## src/include/wkint_defs.svh

```systemverilog
`ifndef WKINT_DEFS_SVH
`define WKINT_DEFS_SVH
// Register byte addresses on APB
`define WKINT_A_FLAGS_ONE 12'h000
`define WKINT_A_FLAGS_TWO 12'h004
`define WKINT_A_WAKE_FLAGS 12'h008
`define WKINT_A_WAKE_EDGE 12'h00C
`define WKINT_A_REQ_EDGE 12'h010
`define WKINT_A_ENABLE_ONE 12'h014
`define WKINT_A_PIN_MODE 12'h018
`define WKINT_A_COND 12'h01C
`define WKINT_A_VECTOR 12'h020
// Field positions
`define WKINT_B_FIXED_ONE 5
`define WKINT_B_TFL 2
`define WKINT_B_TC 1
`define WKINT_B_EC 0
`define WKINT_B_WAKE_EN 5
`define WKINT_B_TFL_EN 2
`define WKINT_B_TC_EN 1
`define WKINT_B_EC_EN 0
`define WKINT_B_MASK 7
// Reset values
`define WKINT_RST_BYTE 8'h00
`define WKINT_RST_MASK 1'b1
// Vector numbers
`define WKINT_VEC_WAKE 8'h09
`define WKINT_VEC_REQ0 8'h04
`define WKINT_VEC_NONE 8'h00
`define WKINT_VEC_TFL 8'h0B
`define WKINT_VEC_TC 8'h0A
`define WKINT_VEC_EC 8'h0C
// Counter extremes
`define WKINT_CNT_MAX 8'hFF
`define WKINT_CNT_MIN 8'h00
`endif

```

## src/include/wkint_pkg.sv

```systemverilog
package wkint_pkg;
   // Peripheral event inputs grouped
   typedef struct packed {
      logic [7:0] low_timer_counter;       // Low timer count
      logic [7:0] low_timer_compare_value; // Low timer compare value
      logic low_timer_8bit_mode;           // Low timer in 8-bit mode
      logic low_timer_tick;                // Counter just changed
      logic [7:0] updown_count;            // Up/down timer count
      logic updown_tick;                   // Counter just changed
      logic [7:0] event_count_high;        // Event counter high byte
      logic [7:0] event_count_low;         // Event counter low byte
      logic event_16bit_mode;              // Event counter 16-bit mode
      logic event_tick_high;               // High byte just changed
      logic event_tick_low;                // Low byte just changed
   } wkint_periph_s;
   typedef logic [7:0] wkint_byte_t;
endpackage

```

## src/core/wkint_edge_det.sv

```systemverilog
`timescale 1ns/1ps
`include "wkint_defs.svh"
// Per-pin selectable edge detector
module wkint_edge_det
   import wkint_pkg::*;
#(
   parameter int N = 8
) (
   input wire logic clk_sys,          // System clock
   input wire logic rst_n,            // Async reset, active low
   input wire logic [N-1:0] pin,      // Pin levels
   input wire logic [N-1:0] rise_sel, // 1 rising, 0 falling
   input wire logic [N-1:0] active,   // Pin in interrupt function
   output logic [N-1:0] hit           // One-cycle edge pulse
);
   logic [N-1:0] prev_ff; // Previous pin level
   // Sample previous level; resets high so idle-high pins raise nothing
   always_ff @(posedge clk_sys or negedge rst_n) begin
      if (!rst_n) begin
         prev_ff <= '1;
      end else begin
         prev_ff <= pin;
      end
   end
   genvar i;
   generate
      for (i = 0; i < N; i++) begin : g_bit
         // Edge seen only while the pin serves as an interrupt input
         assign hit[i] = active[i] & (rise_sel[i] ? (pin[i] & ~prev_ff[i])
                                                 : (~pin[i] & prev_ff[i]));
      end
   endgenerate
endmodule

```

## src/core/wkint_prio.sv

```systemverilog
`timescale 1ns/1ps
`include "wkint_defs.svh"
// Fixed priority vector selection
module wkint_prio
   import wkint_pkg::*;
(
   input wire logic [4:0] req_live,  // Enabled edge request flags
   input wire logic wake_live,       // Any enabled wakeup flag
   input wire logic [2:0] int_live,  // Internal: tfl, tc, ec
   output logic [7:0] vector,        // Selected vector number
   output logic any                  // Some request pending
);
   // Request zero wins; wakeup below all edge pins
   always_comb begin
      vector = `WKINT_VEC_NONE;
      any = 1'b1;
      if (req_live[0]) begin
         vector = `WKINT_VEC_REQ0;
      end else if (req_live[1]) begin
         vector = `WKINT_VEC_REQ0 + 8'h01;
      end else if (req_live[2]) begin
         vector = `WKINT_VEC_REQ0 + 8'h02;
      end else if (req_live[3]) begin
         vector = `WKINT_VEC_REQ0 + 8'h03;
      end else if (req_live[4]) begin
         vector = `WKINT_VEC_REQ0 + 8'h04;
      end else if (wake_live) begin
         vector = `WKINT_VEC_WAKE;
      end else if (int_live[1]) begin
         vector = `WKINT_VEC_TC;
      end else if (int_live[2]) begin
         vector = `WKINT_VEC_TFL;
      end else if (int_live[0]) begin
         vector = `WKINT_VEC_EC;
      end else begin
         any = 1'b0;
      end
   end
endmodule

```

## src/core/wkint_top.sv

```systemverilog
`timescale 1ns/1ps
`include "wkint_defs.svh"
module wkint_top
   import wkint_pkg::*;
(
   input wire logic clk_sys,            // System clock, 25 MHz
   input wire logic rst_n,              // Async reset, active low
   input wire logic psel,               // APB select
   input wire logic penable,            // APB enable
   input wire logic pwrite,             // APB direction
   input wire logic [11:0] paddr,       // APB byte address
   input wire logic [31:0] pwdata,      // APB write data
   output logic [31:0] prdata,          // APB read data
   output logic pready,                 // APB ready
   output logic pslverr,                // APB error
   input wire logic [7:0] wake_pin_n,   // Wakeup pins
   input wire logic [4:0] edge_request_pin_n, // Edge request pins
   input wire wkint_periph_s periph,    // Peripheral event signals
   input wire logic int_accept,         // Core starts exception handling
   output logic int_req,                // Request toward core
   output logic [7:0] int_vector        // Vector of best request
);
   // Register state
   // Flags below are set by hardware and cleared by software only
   logic [4:0] req_flags_ff;       // Edge request flags
   logic [2:0] int_flags_ff;       // Internal flags: tfl, tc, ec
   logic [7:0] wake_flags_ff;      // Wake flags
   // Configuration below is read/write state; the mask is also set on acceptance, vector and read data are read-only
   logic [7:0] wake_edge_ff;       // Wake edge select
   logic [4:0] req_edge_ff;        // Edge request edge select
   logic [7:0] enable_ff;          // Source enable register one
   logic [12:0] pin_mode_ff;       // Pin function select, wake high
   logic mask_ff;                  // Interrupt mask bit
   logic [7:0] vector_ff;          // Registered vector
   logic [31:0] prdata_ff;         // Registered read data
   // Wrap detection history
   logic [7:0] prev_updown_ff;     // Previous up/down count
   logic [7:0] prev_evh_ff;        // Previous event high byte
   logic [7:0] prev_evl_ff;        // Previous event low byte
   // Decoded strobes
   logic wr_acc;                   // Write access phase
   logic rd_setup;                 // Read setup cycle
   logic hit_map;                  // Address is mapped
   logic [4:0] req_hit;            // Edge request pulses
   logic [7:0] wake_hit;           // Wake pulses
   logic [2:0] int_hit;            // Internal set pulses
   logic [7:0] wdat;               // Low write byte
   // Priority and gating
   logic [7:0] vec_sel;            // Selected vector
   logic any_live;                 // Some gated request
   logic [4:0] req_live;           // Enabled edge requests
   logic wake_live;                // Enabled wake group
   logic [2:0] int_live;           // Enabled internal requests

   assign wdat = pwdata[7:0];
   // Writes land at the access edge; there are no wait states
   assign wr_acc = psel & penable & pwrite;
   // Read data is fetched in the setup cycle so it stands through the access
   assign rd_setup = psel & ~penable & ~pwrite;
   // Zero-wait slave; every access finishes in its first access cycle
   assign pready = 1'b1;
   // Address decode; only the nine word addresses answer, the rest error out
   always_comb begin
      unique case (paddr)
         `WKINT_A_FLAGS_ONE, `WKINT_A_FLAGS_TWO, `WKINT_A_WAKE_FLAGS,
         `WKINT_A_WAKE_EDGE, `WKINT_A_REQ_EDGE, `WKINT_A_ENABLE_ONE,
         `WKINT_A_PIN_MODE, `WKINT_A_COND, `WKINT_A_VECTOR: hit_map = 1'b1;
         default: hit_map = 1'b0;
      endcase
   end
   // Unmapped addresses answer with an error, reads give zero
   // A write to an unmapped address changes no state
   assign pslverr = psel & penable & ~hit_map;
   assign prdata = prdata_ff;

   // Edge detectors for both external pin groups
   // Pins are taken as synchronous, so no extra flops and no added latency
   // Mode bits gate each detector, so a pin used as a port never flags
   wkint_edge_det #(.N(8)) u_wake_det (
      .clk_sys(clk_sys),
      .rst_n(rst_n),
      .pin(wake_pin_n),
      .rise_sel(wake_edge_ff),
      .active(pin_mode_ff[12:5]),
      .hit(wake_hit)
   );
   // Five request pins beside eight wake pins make thirteen external sources
   wkint_edge_det #(.N(5)) u_req_det (
      .clk_sys(clk_sys),
      .rst_n(rst_n),
      .pin(edge_request_pin_n),
      .rise_sel(req_edge_ff),
      .active(pin_mode_ff[4:0]),
      .hit(req_hit)
   );

   // Previous counter values for wrap detection
   // Sampled every cycle, so a wrap is judged against the value one cycle old
   always_ff @(posedge clk_sys or negedge rst_n) begin
      if (!rst_n) begin
         // Reset: counters assumed at zero
         prev_updown_ff <= `WKINT_RST_BYTE;
         prev_evh_ff <= `WKINT_RST_BYTE;
         prev_evl_ff <= `WKINT_RST_BYTE;
      end else begin
         prev_updown_ff <= periph.updown_count;
         prev_evh_ff <= periph.event_count_high;
         prev_evl_ff <= periph.event_count_low;
      end
   end

   // Internal event conditions, judged on the tick of each counter
   always_comb begin
      // Default no event; each bit is then judged on its own tick
      int_hit = 3'b000;
      // Compare match counts only while the low timer runs in 8-bit mode
      int_hit[2] = periph.low_timer_tick & periph.low_timer_8bit_mode &
         (periph.low_timer_counter == periph.low_timer_compare_value);
      // Wrap in either direction; the tick stops a held count from repeating
      int_hit[1] = periph.updown_tick &
         (((prev_updown_ff == `WKINT_CNT_MAX) &&
           (periph.updown_count == `WKINT_CNT_MIN)) ||
          ((prev_updown_ff == `WKINT_CNT_MIN) &&
           (periph.updown_count == `WKINT_CNT_MAX)));
      // Sixteen-bit mode: only the high byte carry out counts
      if (periph.event_16bit_mode) begin
         int_hit[0] = periph.event_tick_high & (prev_evh_ff == `WKINT_CNT_MAX) &
            (periph.event_count_high == `WKINT_CNT_MIN);
      end else begin
         // Eight-bit mode: a wrap of either byte sets the one flag
         int_hit[0] = (periph.event_tick_high & (prev_evh_ff == `WKINT_CNT_MAX) &
            (periph.event_count_high == `WKINT_CNT_MIN)) |
            (periph.event_tick_low & (prev_evl_ff == `WKINT_CNT_MAX) &
            (periph.event_count_low == `WKINT_CNT_MIN));
      end
   end

   // Edge request flags; a zero clears, a one leaves, a set wins
   always_ff @(posedge clk_sys or negedge rst_n) begin
      if (!rst_n) begin
         // Reset: no request pending
         req_flags_ff <= 5'h00;
      end else if (wr_acc && paddr == `WKINT_A_FLAGS_ONE) begin
         // Zeros clear, ones keep; an edge in the same cycle still sets
         req_flags_ff <= (req_flags_ff & wdat[4:0]) | req_hit;
      end else begin
         // Only hardware sets; taking the interrupt leaves the flag alone
         req_flags_ff <= req_flags_ff | req_hit;
      end
   end

   // Internal flags, same clearing discipline
   always_ff @(posedge clk_sys or negedge rst_n) begin
      if (!rst_n) begin
         // Reset: no internal event pending
         int_flags_ff <= 3'h0;
      end else if (wr_acc && paddr == `WKINT_A_FLAGS_TWO) begin
         // Zeros clear, ones keep; a counter event in the same cycle still sets
         int_flags_ff <= (int_flags_ff & {wdat[`WKINT_B_TFL], wdat[`WKINT_B_TC],
            wdat[`WKINT_B_EC]}) | int_hit;
      end else begin
         // Flags accumulate until software clears them
         int_flags_ff <= int_flags_ff | int_hit;
      end
   end

   // Wake flags; set even when the group is disabled
   always_ff @(posedge clk_sys or negedge rst_n) begin
      if (!rst_n) begin
         // Reset: no wake request pending
         wake_flags_ff <= `WKINT_RST_BYTE;
      end else if (wr_acc && paddr == `WKINT_A_WAKE_FLAGS) begin
         // A write can only clear; a wake edge in the same cycle still sets
         wake_flags_ff <= (wake_flags_ff & wdat) | wake_hit;
      end else begin
         // Group enable is not looked at here, so flags record while disabled
         wake_flags_ff <= wake_flags_ff | wake_hit;
      end
   end

   // Plain configuration registers
   always_ff @(posedge clk_sys or negedge rst_n) begin
      if (!rst_n) begin
         // Reset: falling edges, all sources off, pins as ports
         wake_edge_ff <= `WKINT_RST_BYTE;
         req_edge_ff <= 5'h00;
         enable_ff <= `WKINT_RST_BYTE;
         pin_mode_ff <= 13'h0000;
      end else if (wr_acc) begin
         // One bit per wake pin: 1 rising, 0 falling
         if (paddr == `WKINT_A_WAKE_EDGE) begin
            wake_edge_ff <= wdat;
         end
         // One bit per request pin, same encoding
         if (paddr == `WKINT_A_REQ_EDGE) begin
            req_edge_ff <= wdat[4:0];
         end
         // Source enables; bits 2..0 are shared with the internal sources
         if (paddr == `WKINT_A_ENABLE_ONE) begin
            enable_ff <= wdat;
         end
         // Pin function; detector history tracks each pin while it is a port, so switching raises no flag
         if (paddr == `WKINT_A_PIN_MODE) begin
            pin_mode_ff <= pwdata[12:0];
         end
      end
   end

   // Mask bit: set at reset, set on acceptance, else software controls it
   always_ff @(posedge clk_sys or negedge rst_n) begin
      if (!rst_n) begin
         // Reset: masked until software opens the gate
         mask_ff <= `WKINT_RST_MASK;
      end else if (int_accept) begin
         // Acceptance wins over a software write in the same cycle
         mask_ff <= 1'b1;
      end else if (wr_acc && paddr == `WKINT_A_COND) begin
         // Only the mask bit of the written byte is kept
         mask_ff <= wdat[`WKINT_B_MASK];
      end
   end

   // Gating by per-source enables
   // Enable bits 2..0 also gate the internal flags; they share the register
   // The wake group bit gates the OR of all eight flags, not each flag
   assign req_live = req_flags_ff & enable_ff[4:0];
   assign wake_live = (|wake_flags_ff) & enable_ff[`WKINT_B_WAKE_EN];
   assign int_live = int_flags_ff & {enable_ff[`WKINT_B_TFL_EN],
      enable_ff[`WKINT_B_TC_EN], enable_ff[`WKINT_B_EC_EN]};

   // Fixed order keeps the selector small; there is no software priority
   wkint_prio u_prio (
      .req_live(req_live),
      .wake_live(wake_live),
      .int_live(int_live),
      .vector(vec_sel),
      .any(any_live)
   );

   // Request toward the core; the mask holds back all sources
   // Combinational, so the core sees a cleared mask in the next cycle
   assign int_req = any_live & ~mask_ff;

   // Vector register follows the current best request
   // One cycle behind the flags; zero while nothing is pending
   always_ff @(posedge clk_sys or negedge rst_n) begin
      if (!rst_n) begin
         // Reset: no vector
         vector_ff <= `WKINT_VEC_NONE;
      end else begin
         vector_ff <= vec_sel;
      end
   end
   assign int_vector = vector_ff;

   // Read data captured in the setup cycle; it then stands through the access
   always_ff @(posedge clk_sys or negedge rst_n) begin
      if (!rst_n) begin
         // Reset: bus reads zero until the first read
         prdata_ff <= 32'h0000_0000;
      end else if (rd_setup) begin
         // Clear the whole word first so unused bits read zero
         prdata_ff <= 32'h0000_0000;
         unique case (paddr)
            `WKINT_A_FLAGS_ONE: begin
               // Reserved bit five is wired to one and ignores writes
               prdata_ff[4:0] <= req_flags_ff;
               prdata_ff[`WKINT_B_FIXED_ONE] <= 1'b1;
            end
            `WKINT_A_FLAGS_TWO: prdata_ff[2:0] <= int_flags_ff;
            `WKINT_A_WAKE_FLAGS: prdata_ff[7:0] <= wake_flags_ff;
            `WKINT_A_WAKE_EDGE: prdata_ff[7:0] <= wake_edge_ff;
            `WKINT_A_REQ_EDGE: prdata_ff[4:0] <= req_edge_ff;
            `WKINT_A_ENABLE_ONE: prdata_ff[7:0] <= enable_ff;
            `WKINT_A_PIN_MODE: prdata_ff[12:0] <= pin_mode_ff;
            `WKINT_A_COND: prdata_ff[`WKINT_B_MASK] <= mask_ff;
            `WKINT_A_VECTOR: prdata_ff[7:0] <= vector_ff;
            // Unmapped: zero data, the error flag tells software
            default: prdata_ff <= 32'h0000_0000;
         endcase
      end
   end
endmodule

```

## config.mk

```make
export PLATFORM = sky130hd
export DESIGN_NAME = wkint_top
export DESIGN_NICKNAME = d
export VERILOG_FILES = /design/src/include/wkint_pkg.sv /design/src/core/wkint_edge_det.sv /design/src/core/wkint_prio.sv /design/src/core/wkint_top.sv
export VERILOG_INCLUDE_DIRS = /design/src /design/src/include
export SDC_FILE = /design/constraint.sdc
export NUM_CORES = 1
export LEC_CHECK = 0
export BUFFER_PORTS_ARGS = -buffer_cell sky130_fd_sc_hd__buf_2
export CORE_MARGIN = 2
export CORE_UTILIZATION = 50
export CTS_CLUSTER_DIAMETER = 100
export DETAILED_ROUTE_END_ITERATION = 8
export GPL_TIMING_DRIVEN = 0
export PLACE_DENSITY = 0.78
export SLEW_MARGIN = 20
export SYNTH_ARGS = -nofsm -noshare
export SYNTH_HDL_FRONTEND = slang
export SYNTH_SLANG_ARGS = --single-unit
```

## constraint.sdc

```tcl
create_clock -name clk_sys -period 1.9 [get_ports clk_sys]
set_clock_uncertainty 0.1 [all_clocks]
set_input_delay 0.19 -clock clk_sys [delete_from_list [all_inputs] [get_ports clk_sys]]
set_output_delay 0.19 -clock clk_sys [all_outputs]
set_load 0.01 [all_outputs]
```

======== Word level (Yosys, flattened, before mapping) ========
Index checks and enable logic that the tools add are counted.
cells by class
  reductions and logical operators ........ 19
  equal/unequal tests ..................... 13
  multiplexer cells ....................... 44
  bitwise gates (word level) .............. 95
operators by type and width
  cell                                                   number
  two-way mux 8 bit                                      9
  bitwise AND 1 bit                                      53
  equality test 12 x 5 -> 1 bit (second input constant)  4
  equality test 8 bit (second input constant)            4
  zero test 8 bit                                        4
  NOT 1 bit                                              30
  two-way mux 1 bit                                      26
  equality test 12 x 4 -> 1 bit (second input constant)  2
  one-hot mux 3 bit (8 select lines)                     1
  bitwise OR 8 bit                                       2
  one-hot mux 2 bit (7 select lines)                     1
  equality test 12 x 3 -> 1 bit (second input constant)  1
  equality test 12 x 6 -> 1 bit (second input constant)  1
  zero test 12 bit                                       1
  one-hot mux 1 bit (6 select lines)                     2
  bitwise AND 5 bit                                      2
  two-way mux 5 bit                                      2
  bitwise OR 5 bit                                       2
  OR reduction 9 bit                                     1
  bitwise AND 8 bit                                      1
  equality test 8 bit                                    1
  AND reduction 2 bit                                    4
  OR reduction 8 bit                                     1
  bitwise AND 3 bit                                      2
  other kinds (8)                                        14
word-level totals
  bits of input ports ..................... 109
  logic and storage cells ................. 186
  bits in registers ....................... 109

======== Depth between registers and ports, before layout ========
  word-level depth ........................ 11
  mapped depth ............................ 7
  depth with buffers taken out ............ 5

======== Modules after synthesis ========
From an unflattened synthesis, not the netlist that was laid out.
unflattened totals
  cell total of the unflattened synthesis .. 433
  area, all modules ....................... 5275.1 µm²
modules (own cells, without submodules)
  module                       area an instance (µm²)  instances  cells an instance
  wkint_top                    4480.5                  1          360
  wkint_edge_det (u_wake_det)  400.4                   1          32
  wkint_edge_det (u_req_det)   250.2                   1          20
  wkint_prio                   143.9                   1          21

======== Least setup slack after synthesis ========
OpenSTA, ideal clock, no wires.
  path type ............................... input -> register
  from .................................... in paddr[5]
  to ...................................... reg wake_edge_ff[0]
  stages .................................. 5
  arrival ................................. 1.647 ns
  setup time .............................. 0.125 ns
  data required time ...................... 1.675 ns
  slack ................................... 0.028 ns
  cell sequence ........................... buf_4 -> nor3_2 -> nand3_2 -> nor4b_4 -> mux2_2
between the ends
  cells in the longest elaborated chain, start to end .. 2
ends and longest elaborated chain
  what                           line              source
  start, declared                wkint_top.sv:11   input wire logic [11:0] paddr,
  equality test 12 x 4 -> 1 bit  n/a
  AND reduction 2 bit (no line)  n/a
  end signal, assigned           wkint_top.sv:185  wake_edge_ff <= `WKINT_RST_BYTE;
  end signal, assigned           wkint_top.sv:192  wake_edge_ff <= wdat;
  end, declared                  wkint_top.sv:29   logic [7:0] wake_edge_ff;
Every way passes these cells.
A chain may end at the register's enable or synchronous reset.

======== Worst setup path after layout ========
  from .................................... reg wake_flags_ff[7]
  to ...................................... out int_req
between the ends
  cells in the longest elaborated chain, start to end .. 9
ends and longest elaborated chain
  what                    line              source
  start, declared         wkint_top.sv:27   logic [7:0] wake_flags_ff;
  start signal, assigned  wkint_top.sv:171  wake_flags_ff <= `WKINT_RST_BYTE;
  start signal, assigned  wkint_top.sv:174  wake_flags_ff <= (wake_flags_ff & wdat) | wake_hit;
  start signal, assigned  wkint_top.sv:177  wake_flags_ff <= wake_flags_ff | wake_hit;
  OR reduction 8 bit      wkint_top.sv:227  assign wake_live = (|wake_flags_ff) & enable_ff[`WKINT_B_WAKE_EN];
  bitwise AND 1 bit       wkint_top.sv:227
  two-way mux 1 bit       wkint_prio.sv:27  end else if (wake_live) begin
  two-way mux 1 bit       wkint_prio.sv:25  end else if (req_live[4]) begin
  two-way mux 1 bit       wkint_prio.sv:23  end else if (req_live[3]) begin
  two-way mux 1 bit       wkint_prio.sv:21  end else if (req_live[2]) begin
  two-way mux 1 bit       wkint_prio.sv:19  end else if (req_live[1]) begin
  two-way mux 1 bit       wkint_prio.sv:17  if (req_live[0]) begin
  bitwise AND 1 bit       wkint_top.sv:242  assign int_req = any_live & ~mask_ff;
  end, declared           wkint_top.sv:20   output logic int_req,
Every way passes these cells.

==> flow_metrics.env <==
export IMPL_wl_per_cell_um=16.7
export IMPL_final_max_slew_viol_count=0
export IMPL_yosysWarnings=0
export IMPL_dr_first_iter_drc_count=261
export IMPL_synthFlopType="dfrtp_1"
export IMPL_cp_start_kind="flip-flop"
export IMPL_clk_pin_slew_worst_paths_ps=100
export IMPL_grt_setup_unrepaired="yes"
export IMPL_fillers=747
export IMPL_status="finished with violations"
export IMPL_setup_viol=1
export IMPL_fin_crit_ps=2090
export IMPL_fp_row_count=36
export IMPL_syn_avg_cell_area_um2=10.5
export IMPL_ys_ff_latch=105
export IMPL_path_buf_inv=1
export IMPL_cp_top_family="simple AND/OR/NAND/NOR gates"
export IMPL_p_leak_nw=3.26
export IMPL_die_area_um2=10700
export IMPL_setup_worst_path_class="flip-flop to primary output"
export IMPL_powerDensity_nw_per_um2=640
export IMPL_antenna_cells=0
export IMPL_synth_compound_area_share_pct=9.90
export IMPL_p_switching_mw=1.09
export IMPL_async_flop_share_pct=100
export IMPL_power_frac_clock_pct=34.4
export IMPL_end_kind="primary output"
export IMPL_drive_gt1_share_pct=34.9
export IMPL_initial_core_util_pct=51.1
export IMPL_p_seq_share_pct=54.4
export IMPL_synth_simple_area_share_pct=19.0
export IMPL_synth_area_um2=4950
export IMPL_crit_chain="nor4_4 > a21boi_2 > a21oi_2 > nor2b_4 > a31oi_2 > buf_2"
export IMPL_avgViaCountPerCell=5.37
export IMPL_io_pins=152
export IMPL_postRouteAntennaNets=0
export IMPL_finalCritPeriodShare_pct=110
export IMPL_track_usage_pct=25.8
export IMPL_cts_tree="done"
export IMPL_hp_class="input pin to flip-flop"
export IMPL_layout_cells_non_filler=813
export IMPL_vias=4369
export IMPL_dp_cells=736
export IMPL_cts_path_max_buffers=2
export IMPL_die_h_um=104
export IMPL_setup_slack_ps=-185
export IMPL_p_int_mw=3.17
export IMPL_dp_slack_ps=-547
export IMPL_die_w_um=104
export IMPL_root_buffer="clkbuf_8"
export IMPL_port_buffers=107
export IMPL_ys_seq_area_share_pct=53.4
export IMPL_synth_edf_count=0
export IMPL_clk_insertion_delay_late_ps=380
export IMPL_grt_pass1_vias=4365
export IMPL_gp_congestion=0.885
export IMPL_hold_viol_final=0
export IMPL_area_growth_pct=34.4
export IMPL_switching_share_pct=25.7
export IMPL_slew_headroom_pct=42.0
export IMPL_seq_area_um2=2650
export IMPL_tightest_slew_ps=869
export IMPL_synthAdderAreaFrac_pct=0
export IMPL_antenna_found_initial=0
export IMPL_numCtsBuffers=9
export IMPL_totalPowerFinal_mw=4.26
export IMPL_grt_overflow_total=0
export IMPL_violations="setup timing"
export IMPL_ir_drop_v=0.000378
export IMPL_multiInputGateArea_um2=2220
export IMPL_synthMuxAreaShare_pct=11.0
export IMPL_drc=0
export IMPL_nNetsFinal=784
export IMPL_fmax_ghz=0.480
export IMPL_synth_xor_area_share_pct=1.59
export IMPL_final_cell_mix="108 x buf_2, 95 x nand2_1, 91 x dfrtp_1"
export IMPL_crit_path_max_fanout=2
export IMPL_arrival_ps=1800
export IMPL_drv_cap=0
export IMPL_final_common_cell="buf_2"
export IMPL_wl_mm=13.6
export IMPL_p_comb_share_pct=11.2
export IMPL_ys_types=50
export IMPL_crit_slowest_cell="dfrtp_1"
export IMPL_grt_pass1_wl_mm=22.0
export IMPL_core_um2=9680
export IMPL_finalSetupTns_ps=-185
export IMPL_cts_sinks=105
export IMPL_synth_top_family_by_area="simple AND/OR/NAND/NOR gates"
export IMPL_dp_hpwl_mm=9.16
export IMPL_drt_pass1_iterations=7
export IMPL_h_tree_depth=3
export IMPL_grt_max_degree=79
export IMPL_required_ps=1610
export IMPL_slowest_delay_ps=420
export IMPL_syn_inst=473
-- per-layer routing --
layer / track usage, % / part of all wire [%]
met1: 32.4 / 40
met2: 44.8 / 49
met3: 6.17 / 8.4
met4: 6.95 / 2.4
met5: 0 / 0
-- synthesized netlist by cell type (2+ instances only) --
library cell	instances	share of area, %
nand2_1	95	7.2
dfrtp_1	91	46
o21ai_0	37	3.7
mux2_2	35	8.0
buf_4	26	3.9
nor2_1	23	1.7
mux2i_1	15	3.0
dfstp_2	14	7.4
nor4_1	13	1.6
a21oi_1	12	1.2
nand3_1	11	1.1
nor3_1	10	1.0
nand4_1	9	1.1
clkbuf_1	5	0.38
xor2_1	5	0.88
a211oi_1	4	0.61
buf_2	4	0.40
xnor2_1	4	0.71
a221oi_1	3	0.53
a22oi_1	3	0.45
and3_1	3	0.38
inv_1	3	0.23
nand4b_1	3	0.53
nor2b_1	3	0.38
o31ai_1	3	0.45
or4_1	3	0.45
a22o_1	2	0.35
a2bb2oi_1	2	0.35
a31oi_1	2	0.25
a32oi_1	2	0.35
conb_1	2	0.15
nand3b_1	2	0.30
nor3b_1	2	0.30
nor4b_1	2	0.35
nor4b_4	2	0.96
o32a_1	2	0.40
or2_2	2	0.25
or3_1	2	0.25
-- timing repair --
action,in CTS,in global routing
endpoints found under the hold margin,141,0
hold buffers,48,0
resized for setup,10,10
setup buffers,8,5
pin swaps,4,4
setup endpoints to repair,16,22
-- state kept, by name, indices dropped and copies added (netlist names) --
signal and flops:
prev_updown_ff 8, prdata 13, int_flags_ff 3, pin_mode_ff 13, wake_edge_ff 8, enable_ff 8, prev_evl_ff 8, wake_flags_ff 8
req_flags_ff 5, mask_ff 1, u_wake_det.prev_ff 8, req_edge_ff 5, prev_evh_ff 8, u_req_det.prev_ff 5, int_vector 4
-- kinds of logic after synthesis --
| kind of cell | Yosys count |
|---|---|
| XOR/XNOR | 9 |
| AND/OR/NAND/NOR | 190 |
| other | 2 |
| multiplexers | 50 |
| flip-flops | 105 |
| AO/OA/AOI/OAI | 79 |
| buffers and inverters | 38 |
-- worst paths after layout --
kind | start | end | slack [ps] | cells after the start
min in group asynchronous | rst_n | prdata[2] | 140 | 2
max in group asynchronous | rst_n | u_req_det.prev_ff[0] | 860 | 3
worst min-delay path | periph[19] | int_flags_ff[1] | 20 | 3
worst min register to register | prdata[8] | prdata[8] | 370 | 2
worst max register to register | wake_flags_ff[7] | int_vector[2] | 240 | 7
worst max-delay path | wake_flags_ff[7] | int_req | -190 | 6
-- worst reg2reg max path, stage by stage, from the launching register on --
cell and delay [ps]:
dfrtp_1 420, nor4_4 320, a21boi_2 110, a21oi_2 150, nor2b_4 170, buf_4 110, buf_4 100, a31o_2 150
-- layout make-up --
type	count	area share, %
Timing Repair Buffer	169	17.4
Clock buffer	9	1.86
Buffer	35	3.63
Clock inverter	7	1.30
Tap cell	133	2.50
Multi-Input combinational cell	352	33.4
Inverter	3	0.169
Sequential cell	105	39.7
-- power by group through the flow --
stage / combinational [mW] / clock, mW / sequential (mW)
after CTS: 0.458 / 1.49 / 2.32
after floorplan: 0.166 / 0 / 2.35
after global placement: 0.360 / 0 / 2.36
after global routing: 0.526 / 1.60 / 2.32
final: 0.479 / 1.46 / 2.32
after detailed placement: 0.379 / 0 / 2.36
-- stage by stage --
stage,util (%),instance area [um^2],hold slack (ps)
final,68.7,6660,24.3
after global routing,68.7,6660,18.8
after CTS,67.9,6580,14.4
after detailed placement,59.6,5770,-20.7
after global placement,59.3,5740,207
after floorplan,-,5040,-206
No activity file was read; power rests on OpenSTA's default activity.
